==> src/shared/capture_pkg.sv <==
/*
 * Constants for the timer capture unit: register offsets, field
 * positions, reset values and capture mode codes.
 * Assumes a 32-bit classic Wishbone slave with byte addresses.
 */
package capture_pkg;

    // ==========================================================
    // Register byte offsets
    // ==========================================================
    localparam logic [7:0] OFS_CAPTURE_CONTROL = 8'h00;
    localparam logic [7:0] OFS_CAPTURE_LOW     = 8'h04;
    localparam logic [7:0] OFS_CAPTURE_HIGH    = 8'h08;
    localparam logic [7:0] OFS_IRQ_STATUS      = 8'h0C;
    localparam logic [7:0] OFS_IRQ_MASK        = 8'h10;
    localparam logic [7:0] OFS_TIMER_THREE_CTL = 8'h14;
    localparam logic [7:0] OFS_CAN_IO_CONTROL  = 8'h18;
    localparam logic [7:0] OFS_PIN_CONTROL     = 8'h1C;

    // ==========================================================
    // Field positions
    // ==========================================================
    localparam int MODE_LSB        = 0;
    localparam int MODE_W          = 4;
    localparam int IRQ_CAPTURE_BIT = 1;
    localparam int TIMER_SEL_BIT   = 0;
    localparam int CAN_TS_BIT      = 4;
    localparam int PIN_DIR_BIT     = 0;
    localparam int PIN_LATCH_BIT   = 1;

    // ==========================================================
    // Reset values
    // ==========================================================
    localparam logic [3:0]  MODE_RESET      = 4'h0;
    localparam logic [15:0] CAPTURE_RESET   = 16'h0000;
    localparam logic        PIN_DIR_RESET   = 1'b1;
    localparam logic        PIN_LATCH_RESET = 1'b0;

    // ==========================================================
    // Capture mode codes
    // ==========================================================
    typedef enum logic [3:0] {
        MODE_OFF      = 4'h0,
        MODE_FALL     = 4'h4,
        MODE_RISE     = 4'h5,
        MODE_RISE_4   = 4'h6,
        MODE_RISE_16  = 4'h7
    } capture_mode_t;

    localparam logic [3:0] PRESC_MASK_1  = 4'h0;
    localparam logic [3:0] PRESC_MASK_4  = 4'h3;
    localparam logic [3:0] PRESC_MASK_16 = 4'hF;

endpackage : capture_pkg

==> src/shared/capture_if.sv <==
/*
 * Carrier between the capture unit top and its event detector.
 * Assumes both ends run on the same clock.
 */
`timescale 1ns/10ps
interface capture_if;
    logic       level;
    logic       can_rx;
    logic       can_en;
    logic [3:0] mode;
    logic       event_hit;

    modport top (
        output level,
        output can_rx,
        output can_en,
        output mode,
        input  event_hit
    );

    modport det (
        input  level,
        input  can_rx,
        input  can_en,
        input  mode,
        output event_hit
    );
endinterface : capture_if

==> src/core/capture_event_detector.sv <==
/*
 * Edge or CAN message detector with capture prescaler.
 * Assumes level is already synchronous to clk_i and can_rx is a
 * one-cycle pulse from same-clock logic.
 */
`timescale 1ns/10ps
module capture_event_detector
    import capture_pkg::*;
(
    input  wire logic clk_i,
    input  wire logic rst_i,
    capture_if.det    cap
);

    // ==========================================================
    // State
    // ==========================================================
    typedef struct packed {
        logic       prev_level;
        logic [3:0] presc;
        logic       event_hit;
    } det_state_t;

    det_state_t st_r;
    det_state_t st_nxt;

    // ==========================================================
    // Next state
    // ==========================================================
    always_comb begin
        logic       in_capture;
        logic       raw;
        logic [3:0] mask;
        in_capture = 1'b0;
        raw        = 1'b0;
        mask       = PRESC_MASK_1;
        st_nxt     = st_r;
        st_nxt.prev_level = cap.level;
        st_nxt.event_hit  = 1'b0;
        unique case (cap.mode)
            MODE_FALL: begin
                in_capture = 1'b1;
                raw = cap.can_en ? cap.can_rx
                                 : (st_r.prev_level && !cap.level); // see RULE_17
            end
            MODE_RISE: begin
                in_capture = 1'b1;
                raw = cap.can_en ? cap.can_rx
                                 : (!st_r.prev_level && cap.level); // see RULE_17
            end
            MODE_RISE_4: begin
                in_capture = 1'b1;
                mask = PRESC_MASK_4;
                raw = cap.can_en ? cap.can_rx
                                 : (!st_r.prev_level && cap.level); // see RULE_16
            end
            MODE_RISE_16: begin
                in_capture = 1'b1;
                mask = PRESC_MASK_16;
                raw = cap.can_en ? cap.can_rx
                                 : (!st_r.prev_level && cap.level); // see RULE_16
            end
            default: in_capture = 1'b0;
        endcase
        if (!in_capture) begin
            st_nxt.presc = 4'h0; // see RULE_09
        end else if (raw) begin
            // Count survives a prescale switch, so first hit may be early
            st_nxt.event_hit = ((st_r.presc & mask) == mask); // see RULE_10
            st_nxt.presc     = st_r.presc + 4'h1; // see RULE_02
        end
    end

    // ==========================================================
    // Registers
    // ==========================================================
    always_ff @(posedge clk_i) begin
        if (rst_i) begin
            st_r <= '{prev_level: 1'b0, presc: 4'h0, event_hit: 1'b0}; // see RULE_09
        end else begin
            st_r <= st_nxt;
        end
    end

    assign cap.event_hit = st_r.event_hit;

endmodule : capture_event_detector

==> src/core/timer_capture_unit.sv <==
/*
 * Timer capture unit with classic Wishbone register slave.
 * Latches a selected 16-bit timer count on pin edges or CAN
 * message pulses. Assumes the timer counts and the CAN pulse come
 * from logic on clk_i; the capture pin is asynchronous.
 */
// The register addresses and register access over Wishbone are this design's own decisions.
`timescale 1ns/10ps

// Behaviour
// RULE_01: Each capture event copies the full 16-bit selected timer count into the value pair.
// RULE_02: Events are falling edge, rising edge, every fourth or every sixteenth rising edge.
// RULE_03: The four-bit mode field in the control register low bits picks event and prescale.
// RULE_04: A capture sets the capture flag at bit 1 of the flag register; only software clears it.
// RULE_05: A new capture overwrites the held value even if software has not read it.
// RULE_06: Software runs the capture timer in timer or synchronized counter mode.
// RULE_07: The time base is timer one or timer three, chosen in the timer three control register.
// RULE_08: Software keeps the capture interrupt masked while changing mode and clears the flag after.
// RULE_09: The prescaler clears whenever the unit is off or not in capture mode, and on reset.
// RULE_10: Switching straight between prescale settings keeps the count, so a capture may come early.
// RULE_11: Software writes zero to the control register before writing a new prescale mode.
// RULE_12: With the pin set as output, a port write making the selected edge triggers a capture.
// RULE_13: For pin capture software sets the pin direction bit to input.
// RULE_14: With the CAN time-stamp bit (bit 4 of CAN I/O control) set, message pulses replace the pin.
// RULE_15: In time-stamp mode a message stored in any receive buffer triggers a capture.
// RULE_16: In time-stamp mode codes 0100 and 0101 take every message, 0110 every 4th, 0111 every 16th.
// RULE_17: Pin codes 0100 fall, 0101 rise, 0110 every 4th rise, 0111 every 16th rise; pin synchronized first.
module timer_capture_unit
    import capture_pkg::*;
#(
    parameter int TIMER_W   = 16,
    parameter int RX_BUFS   = 3
) (
    input  wire logic               clk_i,
    input  wire logic               rst_i,
    // Wishbone classic slave
    input  wire logic               wb_cyc_i,
    input  wire logic               wb_stb_i,
    input  wire logic               wb_we_i,
    input  wire logic [7:0]         wb_adr_i,
    input  wire logic [3:0]         wb_sel_i,
    input  wire logic [31:0]        wb_dat_i,
    output logic      [31:0]        wb_dat_o,
    output logic                    wb_ack_o,
    // Time bases
    input  wire logic [TIMER_W-1:0] timer_one_count_i,
    input  wire logic [TIMER_W-1:0] timer_three_count_i,
    // CAN receive buffers, one store pulse each
    input  wire logic [RX_BUFS-1:0] can_msg_stored_i,
    // Capture pin, split into three signals
    input  wire logic               capture_input_pin_i,
    output logic                    capture_pin_out_o,
    output logic                    capture_pin_oe_o,
    // Interrupt
    output logic                    irq_o
);

    // ==========================================================
    // State
    // ==========================================================
    typedef struct packed {
        logic [1:0]         pin_sync;
        logic [3:0]         mode;
        logic [TIMER_W-1:0] capture;
        logic               irq_flag;
        logic               irq_enable;
        logic               timer_sel;
        logic               can_ts_en;
        logic               pin_dir;
        logic               pin_latch;
        logic               pin_oe;
        logic               can_rx;
        logic               ack;
        logic [31:0]        rdata;
        logic               irq;
    } top_state_t;

    localparam top_state_t TOP_RESET = '{
        pin_sync:   2'h0,
        mode:       MODE_RESET,
        capture:    TIMER_W'(CAPTURE_RESET),
        irq_flag:   1'b0,
        irq_enable: 1'b0,
        timer_sel:  1'b0,
        can_ts_en:  1'b0,
        pin_dir:    PIN_DIR_RESET,
        pin_latch:  PIN_LATCH_RESET,
        pin_oe:     !PIN_DIR_RESET,
        can_rx:     1'b0,
        ack:        1'b0,
        rdata:      32'h0000_0000,
        irq:        1'b0
    };

    top_state_t st_r;
    top_state_t st_nxt;

    // ==========================================================
    // Event detector
    // ==========================================================
    capture_if cap ();

    // Output latch loops back when the pin drives, so port writes
    // can trigger captures on their own
    assign cap.level  = st_r.pin_dir ? st_r.pin_sync[1]
                                     : st_r.pin_latch; // see RULE_12
    assign cap.can_rx = st_r.can_rx;
    assign cap.can_en = st_r.can_ts_en; // see RULE_14
    assign cap.mode   = st_r.mode; // see RULE_03

    capture_event_detector u_detector (
        .clk_i (clk_i),
        .rst_i (rst_i),
        .cap   (cap)
    );

    // ==========================================================
    // Next state
    // ==========================================================
    always_comb begin
        logic        access;
        logic        wr;
        logic [7:0]  wbyte;
        logic [31:0] rd;
        access = 1'b0;
        wr     = 1'b0;
        wbyte  = 8'h00;
        rd     = 32'h0000_0000;
        st_nxt = st_r;

        // Pin through two flops before any logic looks at it
        st_nxt.pin_sync = {st_r.pin_sync[0], capture_input_pin_i}; // see RULE_17

        // Any receive buffer storing a message counts
        st_nxt.can_rx = |can_msg_stored_i; // see RULE_15

        // Bus: one wait cycle, ack for one cycle only
        access = wb_cyc_i && wb_stb_i && !st_r.ack;
        wr     = access && wb_we_i && wb_sel_i[0];
        wbyte  = wb_dat_i[7:0];
        st_nxt.ack = access;

        unique case (wb_adr_i)
            OFS_CAPTURE_CONTROL: rd[MODE_W-1:0] = st_r.mode;
            OFS_CAPTURE_LOW:     rd[7:0] = st_r.capture[7:0];
            OFS_CAPTURE_HIGH:    rd[7:0] = st_r.capture[TIMER_W-1:8];
            OFS_IRQ_STATUS:      rd[IRQ_CAPTURE_BIT] = st_r.irq_flag;
            OFS_IRQ_MASK:        rd[IRQ_CAPTURE_BIT] = st_r.irq_enable;
            OFS_TIMER_THREE_CTL: rd[TIMER_SEL_BIT] = st_r.timer_sel;
            OFS_CAN_IO_CONTROL:  rd[CAN_TS_BIT] = st_r.can_ts_en;
            OFS_PIN_CONTROL: begin
                rd[PIN_DIR_BIT]   = st_r.pin_dir;
                rd[PIN_LATCH_BIT] = st_r.pin_latch;
            end
            default:             rd = 32'h0000_0000;
        endcase
        st_nxt.rdata = access ? rd : 32'h0000_0000;

        if (wr) begin
            unique case (wb_adr_i)
                OFS_CAPTURE_CONTROL:
                    st_nxt.mode = wbyte[MODE_W-1:0]; // see RULE_03
                OFS_IRQ_STATUS:
                    if (wbyte[IRQ_CAPTURE_BIT]) begin
                        st_nxt.irq_flag = 1'b0;
                    end
                OFS_IRQ_MASK:
                    st_nxt.irq_enable = wbyte[IRQ_CAPTURE_BIT];
                OFS_TIMER_THREE_CTL:
                    st_nxt.timer_sel = wbyte[TIMER_SEL_BIT]; // see RULE_07
                OFS_CAN_IO_CONTROL:
                    st_nxt.can_ts_en = wbyte[CAN_TS_BIT]; // see RULE_14
                OFS_PIN_CONTROL: begin
                    st_nxt.pin_dir   = wbyte[PIN_DIR_BIT];
                    st_nxt.pin_latch = wbyte[PIN_LATCH_BIT]; // see RULE_12
                end
                default: st_nxt.mode = st_r.mode;
            endcase
        end

        // Capture after the bus so a capture beats a same-cycle clear
        if (cap.event_hit) begin
            st_nxt.capture  = st_r.timer_sel ? timer_three_count_i
                                             : timer_one_count_i; // see RULE_01
            st_nxt.irq_flag = 1'b1; // see RULE_04
        end
        // Value simply overwritten, no overrun kept: see RULE_05

        st_nxt.irq = st_nxt.irq_flag && st_nxt.irq_enable;

        // Direction bit set means input, so drive only when clear
        st_nxt.pin_oe = !st_nxt.pin_dir;
    end

    // ==========================================================
    // Registers
    // ==========================================================
    always_ff @(posedge clk_i) begin
        if (rst_i) begin
            st_r <= TOP_RESET;
        end else begin
            st_r <= st_nxt;
        end
    end

    // ==========================================================
    // Outputs
    // ==========================================================
    assign wb_dat_o          = st_r.rdata;
    assign wb_ack_o          = st_r.ack;
    assign capture_pin_out_o = st_r.pin_latch;
    assign capture_pin_oe_o  = st_r.pin_oe;
    assign irq_o             = st_r.irq;

endmodule : timer_capture_unit

==> config.mk <==
export PLATFORM = sky130hd
export DESIGN_NAME = timer_capture_unit
export DESIGN_NICKNAME = d
export VERILOG_FILES = /design/src/shared/capture_pkg.sv /design/src/shared/capture_if.sv /design/src/core/capture_event_detector.sv /design/src/core/timer_capture_unit.sv
export SDC_FILE = /design/constraint.sdc
export NUM_CORES = 1
export LEC_CHECK = 0
export BUFFER_PORTS_ARGS = -buffer_cell sky130_fd_sc_hd__buf_4
export CAP_MARGIN = 40
export CORE_ASPECT_RATIO = 0.8
export CORE_MARGIN = 2
export CORE_UTILIZATION = 40
export CTS_BUF_LIST = sky130_fd_sc_hd__clkbuf_4 sky130_fd_sc_hd__clkbuf_8
export DETAILED_ROUTE_END_ITERATION = 7
export PLACE_DENSITY = 0.72
export SLEW_MARGIN = 20
export SYNTH_ARGS = -nofsm -noshare
export SYNTH_HDL_FRONTEND = slang
export SYNTH_HIERARCHICAL = 1
export SYNTH_SLANG_ARGS = --single-unit
==> constraint.sdc <==
create_clock -name clk_i -period 2.05 [get_ports clk_i]
set_clock_uncertainty 0.1 [all_clocks]
set_input_delay 0.41 -clock clk_i [delete_from_list [all_inputs] [get_ports clk_i]]
set_output_delay 0.41 -clock clk_i [all_outputs]
set_load 0.01 [all_outputs]
==> out/summary.json, run 1 <==
{
  "routing": {
    "number_of_drc_markers_after_the_initial_detailed_route_iteration": 139,
    "dr_total_vias": 1909,
    "detail-route-antenna-nets": 0,
    "route.detailed.vias_per_inst": 4.702,
    "drcViolationCount": 0,
    "routed_wl_um": 5126,
    "drt-pass1-iter-count": 4,
    "routedWlPerCell_um": 12.63
  },
  "worst_hold_path": {
    "hold_crit_path_type": "in -> reg",
    "hold_path_end": "st_nxt[63]$_SDFF_PP0_",
    "hold_depth": 2,
    "timing.hold.worst.start": "capture_input_pin_i"
  },
  "placed_design": {
    "post_dp_cell_area_sq_um": 2903,
    "dp.cells": 398,
    "globalplace.congestion": 0.9041,
    "port_buffers": 66,
    "dpl.hpwl_um": 4043
  },
  "yosys": {
    "synth.largest_area_cell": "sky130_fd_sc_hd__dfxtp_1",
    "part_of_the_yosys_area_used_for_sequential_elements_pct": 38.74,
    "synth_flop_cell": "sky130_fd_sc_hd__dfxtp_1",
    "netlist.area_leader.share_pct": 38.74,
    "synth.cell_area_sq_um": 2377,
    "synthTopCellsByArea": "sky130_fd_sc_hd__dfxtp_1 (39%), sky130_fd_sc_hd__mux2i_1 (13%), sky130_fd_sc_hd__buf_4 (10%), sky130_fd_sc_hd__a211oi_1 (5.7%), sky130_fd_sc_hd__nor2_1 (5.7%)",
    "yosys_register_bits": 46,
    "synthesis.instances": 254,
    "count_of_distinct_cell_types_in_the_synthesized_netlist": 46,
    "synthesis.yosys.warnings": 6,
    "async_flop_share_pct": 0,
    "average_footprint_of_a_synthesized_cell_sq_um": 9.359,
    "synth_edf_count": 0
  },
  "critical_path": {
    "timing.critical_path.from_type": "flip-flop",
    "crit_arrival_ns": 1.89,
    "setup.worst_path.end_class": "flip-flop",
    "timing.rr.start": "wb_ack_o$_SDFF_PP0_",
    "cp.required_ns": 2.14,
    "criticalPathCategory": "reg -> reg",
    "crit-reg2reg-capture": "wb_dat_o[0]$_SDFF_PP0_",
    "reg2regPathDepth": 5,
    "crit_path_max_fanout": 7,
    "r2r_setup_slack_ns": 0.25
  },
  "global_route": {
    "global_route.usage.total_pct": 16.21,
    "wire_length_of_the_first_global_routing_pass_um": 8514,
    "pin_count_of_the_biggest_net_entering_global_routing": 35,
    "antenna_found_initial": 0,
    "via_count_of_the_first_global_routing_pass": 1770,
    "globalRoute.totalOverflow": 0
  },
  "timing": {
    "finalSetupViolations": 0,
    "hold_viol_final": 0,
    "report.final.slew_viol_count": 0,
    "hold-worst-slack_ns": 0.2206,
    "layout_min_cycle_time_ns": 1.799,
    "finalCritPeriodShare_pct": 87.78,
    "rsz_0062_raised_after_global_routing": "no",
    "setup_tns_ns": 0,
    "max_freq_ghz": 0.5557
  },
  "layout": {
    "design.final.nets": 410,
    "drive_above_1_share_pct": 32.92,
    "non_filler_instance_count_after_layout": 406,
    "finish.instance_area_sq_um": 2998,
    "insertedDiodeCount": 0,
    "area_delta_synth_final_pct": 26.11
  },
  "power": {
    "power_frac_seq_pct": 54.2,
    "p_switching_uw": 373.8,
    "power_switching_share_pct": 22.58,
    "post_route_total_power_uw": 1655,
    "share_clk_of_total_power_pct": 34.5,
    "static-leakage-power_uw": 0.001224,
    "logic_gate_share_of_total_power_pct": 11.2,
    "vdd_ir_drop_max_uv": 234.2,
    "internal_power_uw": 1282,
    "power.density_cell_area_nw_per_um2": 552.2
  },
  "flow_run": {
    "max_cap_viol_count": 0
  },
  "cts": {
    "cts-htree-levels": 2,
    "clock_insertion_delay_worst_skew_ns": 0.30,
    "numClockSinks": 46,
    "cts_hold_buf": 0,
    "clk_transition_reported_paths_ns": 0.08,
    "tritoncts": "done",
    "cts.repair_timing.setup_buffer_count": 0,
    "ctsResizeCount": 0,
    "cts_buffer_depth": 2,
    "tritoncts.num_buffers": 5,
    "clock_tree.root_cell": "sky130_fd_sc_hd__clkbuf_8"
  },
  "die": {
    "floorplan.die_area_sq_um": 6580,
    "boundaryPins": 121,
    "cell_rows": 25,
    "core_region_area_sq_um": 5818,
    "start_util_pct": 40.86,
    "die_height_um": 72.96,
    "die_width_um": 90.19
  },
  "status": {
    "status": "complete, no violations"
  }
}
cell usage after synthesis, types with 2 or more instances:
| library cell | count |
|---|---|
| sky130_fd_sc_hd__mux2_2 | 3 |
| sky130_fd_sc_hd__a211oi_1 | 18 |
| sky130_fd_sc_hd__and3_1 | 2 |
| sky130_fd_sc_hd__nand2b_1 | 5 |
| sky130_fd_sc_hd__dfxtp_1 | 46 |
| sky130_fd_sc_hd__buf_4 | 32 |
| sky130_fd_sc_hd__or4_4 | 2 |
| sky130_fd_sc_hd__nand3_1 | 3 |
| sky130_fd_sc_hd__buf_2 | 3 |
| sky130_fd_sc_hd__mux2i_1 | 31 |
| sky130_fd_sc_hd__nor2b_1 | 6 |
| sky130_fd_sc_hd__a21oi_1 | 6 |
| sky130_fd_sc_hd__nor4_1 | 4 |
| sky130_fd_sc_hd__nor2_1 | 36 |
| sky130_fd_sc_hd__nor3_1 | 3 |
| sky130_fd_sc_hd__clkbuf_1 | 9 |
| sky130_fd_sc_hd__nor4b_1 | 2 |
| sky130_fd_sc_hd__inv_1 | 2 |
| sky130_fd_sc_hd__nand2_1 | 10 |
| sky130_fd_sc_hd__or4b_1 | 2 |
| sky130_fd_sc_hd__a22oi_1 | 4 |
cells in the final DEF, fill, tap and decap left out, types with 2 or more instances in the layout:
cell type and instances:
sky130_fd_sc_hd__a211oi_1 18, sky130_fd_sc_hd__a21oi_1 6, sky130_fd_sc_hd__a22oi_1 4, sky130_fd_sc_hd__and3_1 2, sky130_fd_sc_hd__buf_4 85, sky130_fd_sc_hd__clkbuf_8 6, sky130_fd_sc_hd__conb_1 24, sky130_fd_sc_hd__dfxtp_1 46
sky130_fd_sc_hd__inv_1 2, sky130_fd_sc_hd__mux2_2 3, sky130_fd_sc_hd__mux2i_1 31, sky130_fd_sc_hd__nand2_1 10, sky130_fd_sc_hd__nand2b_1 5, sky130_fd_sc_hd__nand3_1 3, sky130_fd_sc_hd__nor2_1 36, sky130_fd_sc_hd__nor2b_1 6
sky130_fd_sc_hd__nor3_1 3, sky130_fd_sc_hd__nor4_1 4, sky130_fd_sc_hd__nor4b_1 2, sky130_fd_sc_hd__or4_4 2, sky130_fd_sc_hd__or4b_1 2
worst max path at each step:
| stage | startpoint | endpoint | slack, ns | depth (start not counted) |
|---|---|---|---|---|
| after global routing | wb_adr_i[5] | cap.can_en$_SDFFE_PP0P_ | 0.11 | 6 |
| after global placement | wb_adr_i[5] | cap.can_en$_SDFFE_PP0P_ | -0.05 | 6 |
| final | wb_ack_o$_SDFF_PP0_ | wb_dat_o[0]$_SDFF_PP0_ | 0.25 | 5 |
| after floorplan | wb_adr_i[3] | cap.mode[0]$_SDFFE_PP0P_ | 0.13 | 5 |
| after detailed placement | wb_adr_i[5] | cap.can_en$_SDFFE_PP0P_ | -0.07 | 6 |
| after CTS | wb_adr_i[5] | cap.can_en$_SDFFE_PP0P_ | 0.25 | 6 |
state kept, by name, summed over array words and instances (netlist names):
signal	flops
st_nxt	1
st_r	21
cap.can_rx	1
capture_pin_out_o	1
wb_dat_o	8
u_detector/st_r	5
irq_o	1
cap.mode	4
capture_pin_oe_o	1
u_detector/cap.event_hit	1
wb_ack_o	1
cap.can_en	1
worst max-delay path, cell delays in order (launching register included):
cell and delay [ns]:
sky130_fd_sc_hd__dfxtp_1 0.31, sky130_fd_sc_hd__nand3b_1 0.33, sky130_fd_sc_hd__or2_2 0.43, sky130_fd_sc_hd__inv_1 0.10, sky130_fd_sc_hd__nand4b_1 0.12, sky130_fd_sc_hd__a211oi_1 0.31
metal layers:
| metal | GRT usage, % | wire, um | vias up |
|---|---|---|---|
| met5 | 0 | 0 | - |
| met4 | 5.812 | 79 | 0 |
| met3 | 4.959 | 372 | 7 |
| met2 | 24.73 | 2234 | 69 |
| met1 | 21.91 | 2440 | 846 |
| li1 | - | - | 987 |
metrics by stage:
step / utilization (%) / setup slack [ns]
global route: 51.53 / 0.1078
CTS: 51.53 / 0.2477
detailed placement: 49.89 / -0.06802
global placement: 49.89 / -0.05064
floorplan: - / 0.1335
finish: 51.53 / 0.2506
cells by family after synthesis:
logic type / synth area share (%)
simple gates: 21.21
buf+inv: 12.95
flops: 38.74
compound gates: 11.95
mux: 14.47
fa+ha+maj: 0.5262
other cells: 0.1577
final cells by class:
cell class                      instances  area [sq um]
Fill cell                             566          2820
Multi-Input combinational cell        184          1235
Sequential cell                        46         920.9
Timing Repair Buffer                   85         638.1
Tap cell                               81         101.3
Clock buffer                            7         90.09
Inverter                                2         7.507
Clock inverter                          1         5.005
power by group through the flow:
stage	Combinational [uW]	Sequential [uW]	Clock (uW)
floorplan	110	919	0
global placement	182	919	0
detailed placement	185	919	0
CTS	186	898	586
global route	205	899	618
finish	185	898	572
Note: power is estimated with default switching activity, not from simulation.
==> inputs of run 2 (changes only) <==
--- a/config.mk
+++ b/config.mk
@@ -7,12 +7,16 @@
 export LEC_CHECK = 0
 export BUFFER_PORTS_ARGS = -buffer_cell sky130_fd_sc_hd__buf_4
 export CAP_MARGIN = 40
+export CELL_PAD_IN_SITES_DETAIL_PLACEMENT = 0
+export CELL_PAD_IN_SITES_GLOBAL_PLACEMENT = 1
 export CORE_ASPECT_RATIO = 0.8
 export CORE_MARGIN = 2
-export CORE_UTILIZATION = 40
+export CORE_UTILIZATION = 34
 export CTS_BUF_LIST = sky130_fd_sc_hd__clkbuf_4 sky130_fd_sc_hd__clkbuf_8
 export DETAILED_ROUTE_END_ITERATION = 7
-export PLACE_DENSITY = 0.72
+export PLACE_DENSITY_LB_ADDON = 0.1
+export REMOVE_ABC_BUFFERS = 1
+export SETUP_SLACK_MARGIN = 0.15
 export SLEW_MARGIN = 20
 export SYNTH_ARGS = -nofsm -noshare
 export SYNTH_HDL_FRONTEND = slang
==> out/summary.json, run 2 (same netlist as run 1, synthesis figures left out) <==
{
  "critical_path": {
    "setup.worst_path.end_class": "flip-flop",
    "reg2regPathDepth": {"value": 5, "change": "unchanged"},
    "criticalPathCategory": "in -> reg",
    "crit_path_max_fanout": {"value": 3, "change": "-4"},
    "timing.critical_path.from_type": "input pin",
    "crit_arrival": {"value": 1.85, "unit": "ns", "change": "-0.04 ns"},
    "cp.required": {"value": 2.12, "unit": "ns", "change": "-0.02 ns"}
  },
  "die": {
    "boundaryPins": {"value": 121, "change": "unchanged"},
    "cell_rows": {"value": 27, "change": "+8.0%"},
    "floorplan.die_area": {"value": 7681, "unit": "sq um", "change": "+17%"},
    "die_width": {"value": 97.49, "unit": "um", "change": "+8.1%"},
    "start_util": {"value": 34.84, "unit": "%", "change": "-6.0 points"},
    "core_region_area": {"value": 6824, "unit": "sq um", "change": "+17%"},
    "die_height": {"value": 78.79, "unit": "um", "change": "+8.0%"}
  },
  "cts": {
    "clock_tree.root_cell": "sky130_fd_sc_hd__clkbuf_8",
    "ctsResizeCount": {"value": 0, "change": "unchanged"},
    "cts.repair_timing.setup_buffer_count": {"value": 0, "change": "unchanged"},
    "numClockSinks": {"value": 46, "change": "unchanged"},
    "clk_transition_reported_paths": {"value": 0.08, "unit": "ns", "change": "about the same"},
    "cts_hold_buf": {"value": 0, "change": "unchanged"},
    "cts_buffer_depth": {"value": 2, "change": "unchanged"},
    "clock_insertion_delay_worst_skew": {"value": 0.28, "unit": "ns", "change": "-0.02 ns"},
    "tritoncts.num_buffers": {"value": 5, "change": "unchanged"},
    "tritoncts": "done",
    "cts-htree-levels": {"value": 2, "change": "unchanged"}
  },
  "layout": {
    "ff_latch_area": {"value": 920.9, "unit": "sq um", "change": "unchanged"},
    "insertedDiodeCount": {"value": 0, "change": "unchanged"},
    "largest_reg_flops": {"value": 21, "change": "unchanged"},
    "design.final.nets": {"value": 413, "change": "+0.73%"},
    "largest-register": "st_r",
    "mostFrequentLayoutCells": "sky130_fd_sc_hd__buf_4 (88), sky130_fd_sc_hd__dfxtp_1 (46), sky130_fd_sc_hd__nor2_1 (36)",
    "drive_above_1_share": {"value": 33.33, "unit": "%", "change": "+0.41 points"},
    "area_delta_synth_final_pct": 26.89,
    "n_fill_cell": {"value": 711, "change": "+26%"},
    "multi_input_area": {"value": 1235, "unit": "sq um", "change": "unchanged"},
    "final_common_cell": "sky130_fd_sc_hd__buf_4",
    "final_util": {"value": 44.21, "unit": "%", "change": "-7.3 points"}
  },
  "global_route": {
    "globalRoute.totalOverflow": {"value": 0, "change": "unchanged"},
    "antenna_found_initial": {"value": 0, "change": "unchanged"},
    "via_count_of_the_first_global_routing_pass": {"value": 1825, "change": "+3.1%"},
    "global_route.usage.total": {"value": 14.63, "unit": "%", "change": "-1.6 points"},
    "wire_length_of_the_first_global_routing_pass": {"value": 8970, "unit": "um", "change": "+5.4%"},
    "pin_count_of_the_biggest_net_entering_global_routing": {"value": 35, "change": "unchanged"}
  },
  "timing": {
    "max_freq": {"value": 0.5614, "unit": "GHz", "change": "+1.0%"},
    "hold-worst-slack": {"value": 0.2295, "unit": "ns", "change": "+0.008902 ns"},
    "final.setup.worst_slack": {"value": 0.2687, "unit": "ns", "change": "+0.01820 ns"},
    "report.final.slew_viol_count": {"value": 0, "change": "unchanged"},
    "rsz_0062_raised_after_global_routing": "no",
    "hold_viol_final": {"value": 0, "change": "unchanged"},
    "layout_min_cycle_time": {"value": 1.781, "unit": "ns", "change": "-0.01820 ns"},
    "finalCritPeriodShare": {"value": 86.89, "unit": "%", "change": "-0.89 points"},
    "finalSetupViolations": {"value": 0, "change": "unchanged"}
  },
  "power": {
    "static-leakage-power": {"value": 0.001231, "unit": "uW", "change": "+0.63%"},
    "power.density_cell_area": {"value": 540.8, "unit": "nW/um^2", "change": "-2.1%"},
    "vdd_ir_drop_max": {"value": 213.7, "unit": "uV", "change": "-8.8%"}
  },
  "worst_hold_path": {
    "hold_depth": {"value": 2, "change": "unchanged"},
    "hold_crit_path_type": "in -> reg"
  },
  "status": {
    "status": "complete, no violations"
  },
  "placed_design": {
    "place_worst_setup_slack": {"value": 0.001808, "unit": "ns", "change": "+0.06983 ns"},
    "globalplace.congestion": {"value": 0.7051, "change": "-22%"},
    "port_buffers": {"value": 66, "change": "unchanged"},
    "dpl.hpwl": {"value": 4144, "unit": "um", "change": "+2.5%"}
  },
  "routing": {
    "routed_wl": {"value": 5345, "unit": "um", "change": "+4.3%"},
    "drcViolationCount": {"value": 0, "change": "unchanged"},
    "highest-signal-layer": "met4",
    "route.detailed.vias_per_inst": {"value": 4.609, "change": "-2.0%"},
    "detail-route-antenna-nets": {"value": 0, "change": "unchanged"},
    "dr_total_vias": {"value": 1908, "change": "-0.052%"},
    "drt-met1-wl": {"value": 2833, "unit": "um", "change": "+16%"},
    "number_of_drc_markers_after_the_initial_detailed_route_iteration": {"value": 54, "change": "-61%"},
    "routedWlPerCell": {"value": 12.91, "unit": "um", "change": "+2.3%"},
    "met2WireLength": {"value": 2112, "unit": "um", "change": "-5.5%"},
    "drt-pass1-iter-count": {"value": 4, "change": "unchanged"},
    "met3_length": {"value": 381, "unit": "um", "change": "+2.4%"}
  },
  "flow_run": {
    "max_cap_viol_count": {"value": 0, "change": "unchanged"}
  }
}
## run 2: cell count changes in the layout (fill, tap and decap cells not counted)
cell and change:
sky130_fd_sc_hd__clkbuf_8 -1, sky130_fd_sc_hd__buf_4 +3, sky130_fd_sc_hd__clkbuf_4 +1, sky130_fd_sc_hd__clkinv_2 -1
## run 2: critical path, cell delays in order
cell and delay [ns]:
sky130_fd_sc_hd__buf_4 0.12, sky130_fd_sc_hd__or4_4 0.55, sky130_fd_sc_hd__nor4_1 0.36, sky130_fd_sc_hd__mux2i_1 0.35
sky130_fd_sc_hd__nor2_1 0.06
## run 2: per-stage QoR
step / cell area [sq um] / instances / TNS [ns] / total power (uW)
after floorplan: 2163 / 232 / 0 / 978.6
after global placement: 2933 / 407 / -0.05194 / 1111
after detailed placement: 2933 / 407 / 0 / 1113
after CTS: 3017 / 414 / 0 / 1658
after global routing: 3017 / 414 / 0 / 1713
final: 3017 / 414 / 0 / 1631
## run 2: worst paths after layout
check	start	endpoint	slack (ns)
setup / recovery	wb_adr_i[1]	st_r[40]$_SDFF_PP0_	0.27
hold / removal	capture_input_pin_i	st_nxt[63]$_SDFF_PP0_	0.23
setup reg to reg	st_r[37]$_SDFF_PP1_	u_detector/cap.event_hit$_SDFF_PP0_	0.33
hold reg to reg	st_nxt[63]$_SDFF_PP0_	st_r[63]$_SDFF_PP0_	0.34
## run 2: power by group
part           leakage, uW  internal [uW]  switching (uW)
Sequential        0.000371            897            1.17
Combinational     0.000815            104            88.6
Clock            0.0000452            262             279
Total              0.00123           1260             369
## run 2: layout make-up
type                       instances  area share, %
sequential                        46          30.53
tap                               87          3.608
inverter                           2         0.2489
clock buffer                       7          2.779
multi-input combinational        184          40.94
timing repair buffer              88          21.90
## run 2: layer usage
layer  global-route usage [%]  vias to the layer above
met3                    4.489                        2
met4                    2.917                        0
met5                        0                        -
li1                         -                      997
met2                    21.45                       70
met1                    21.22                      839
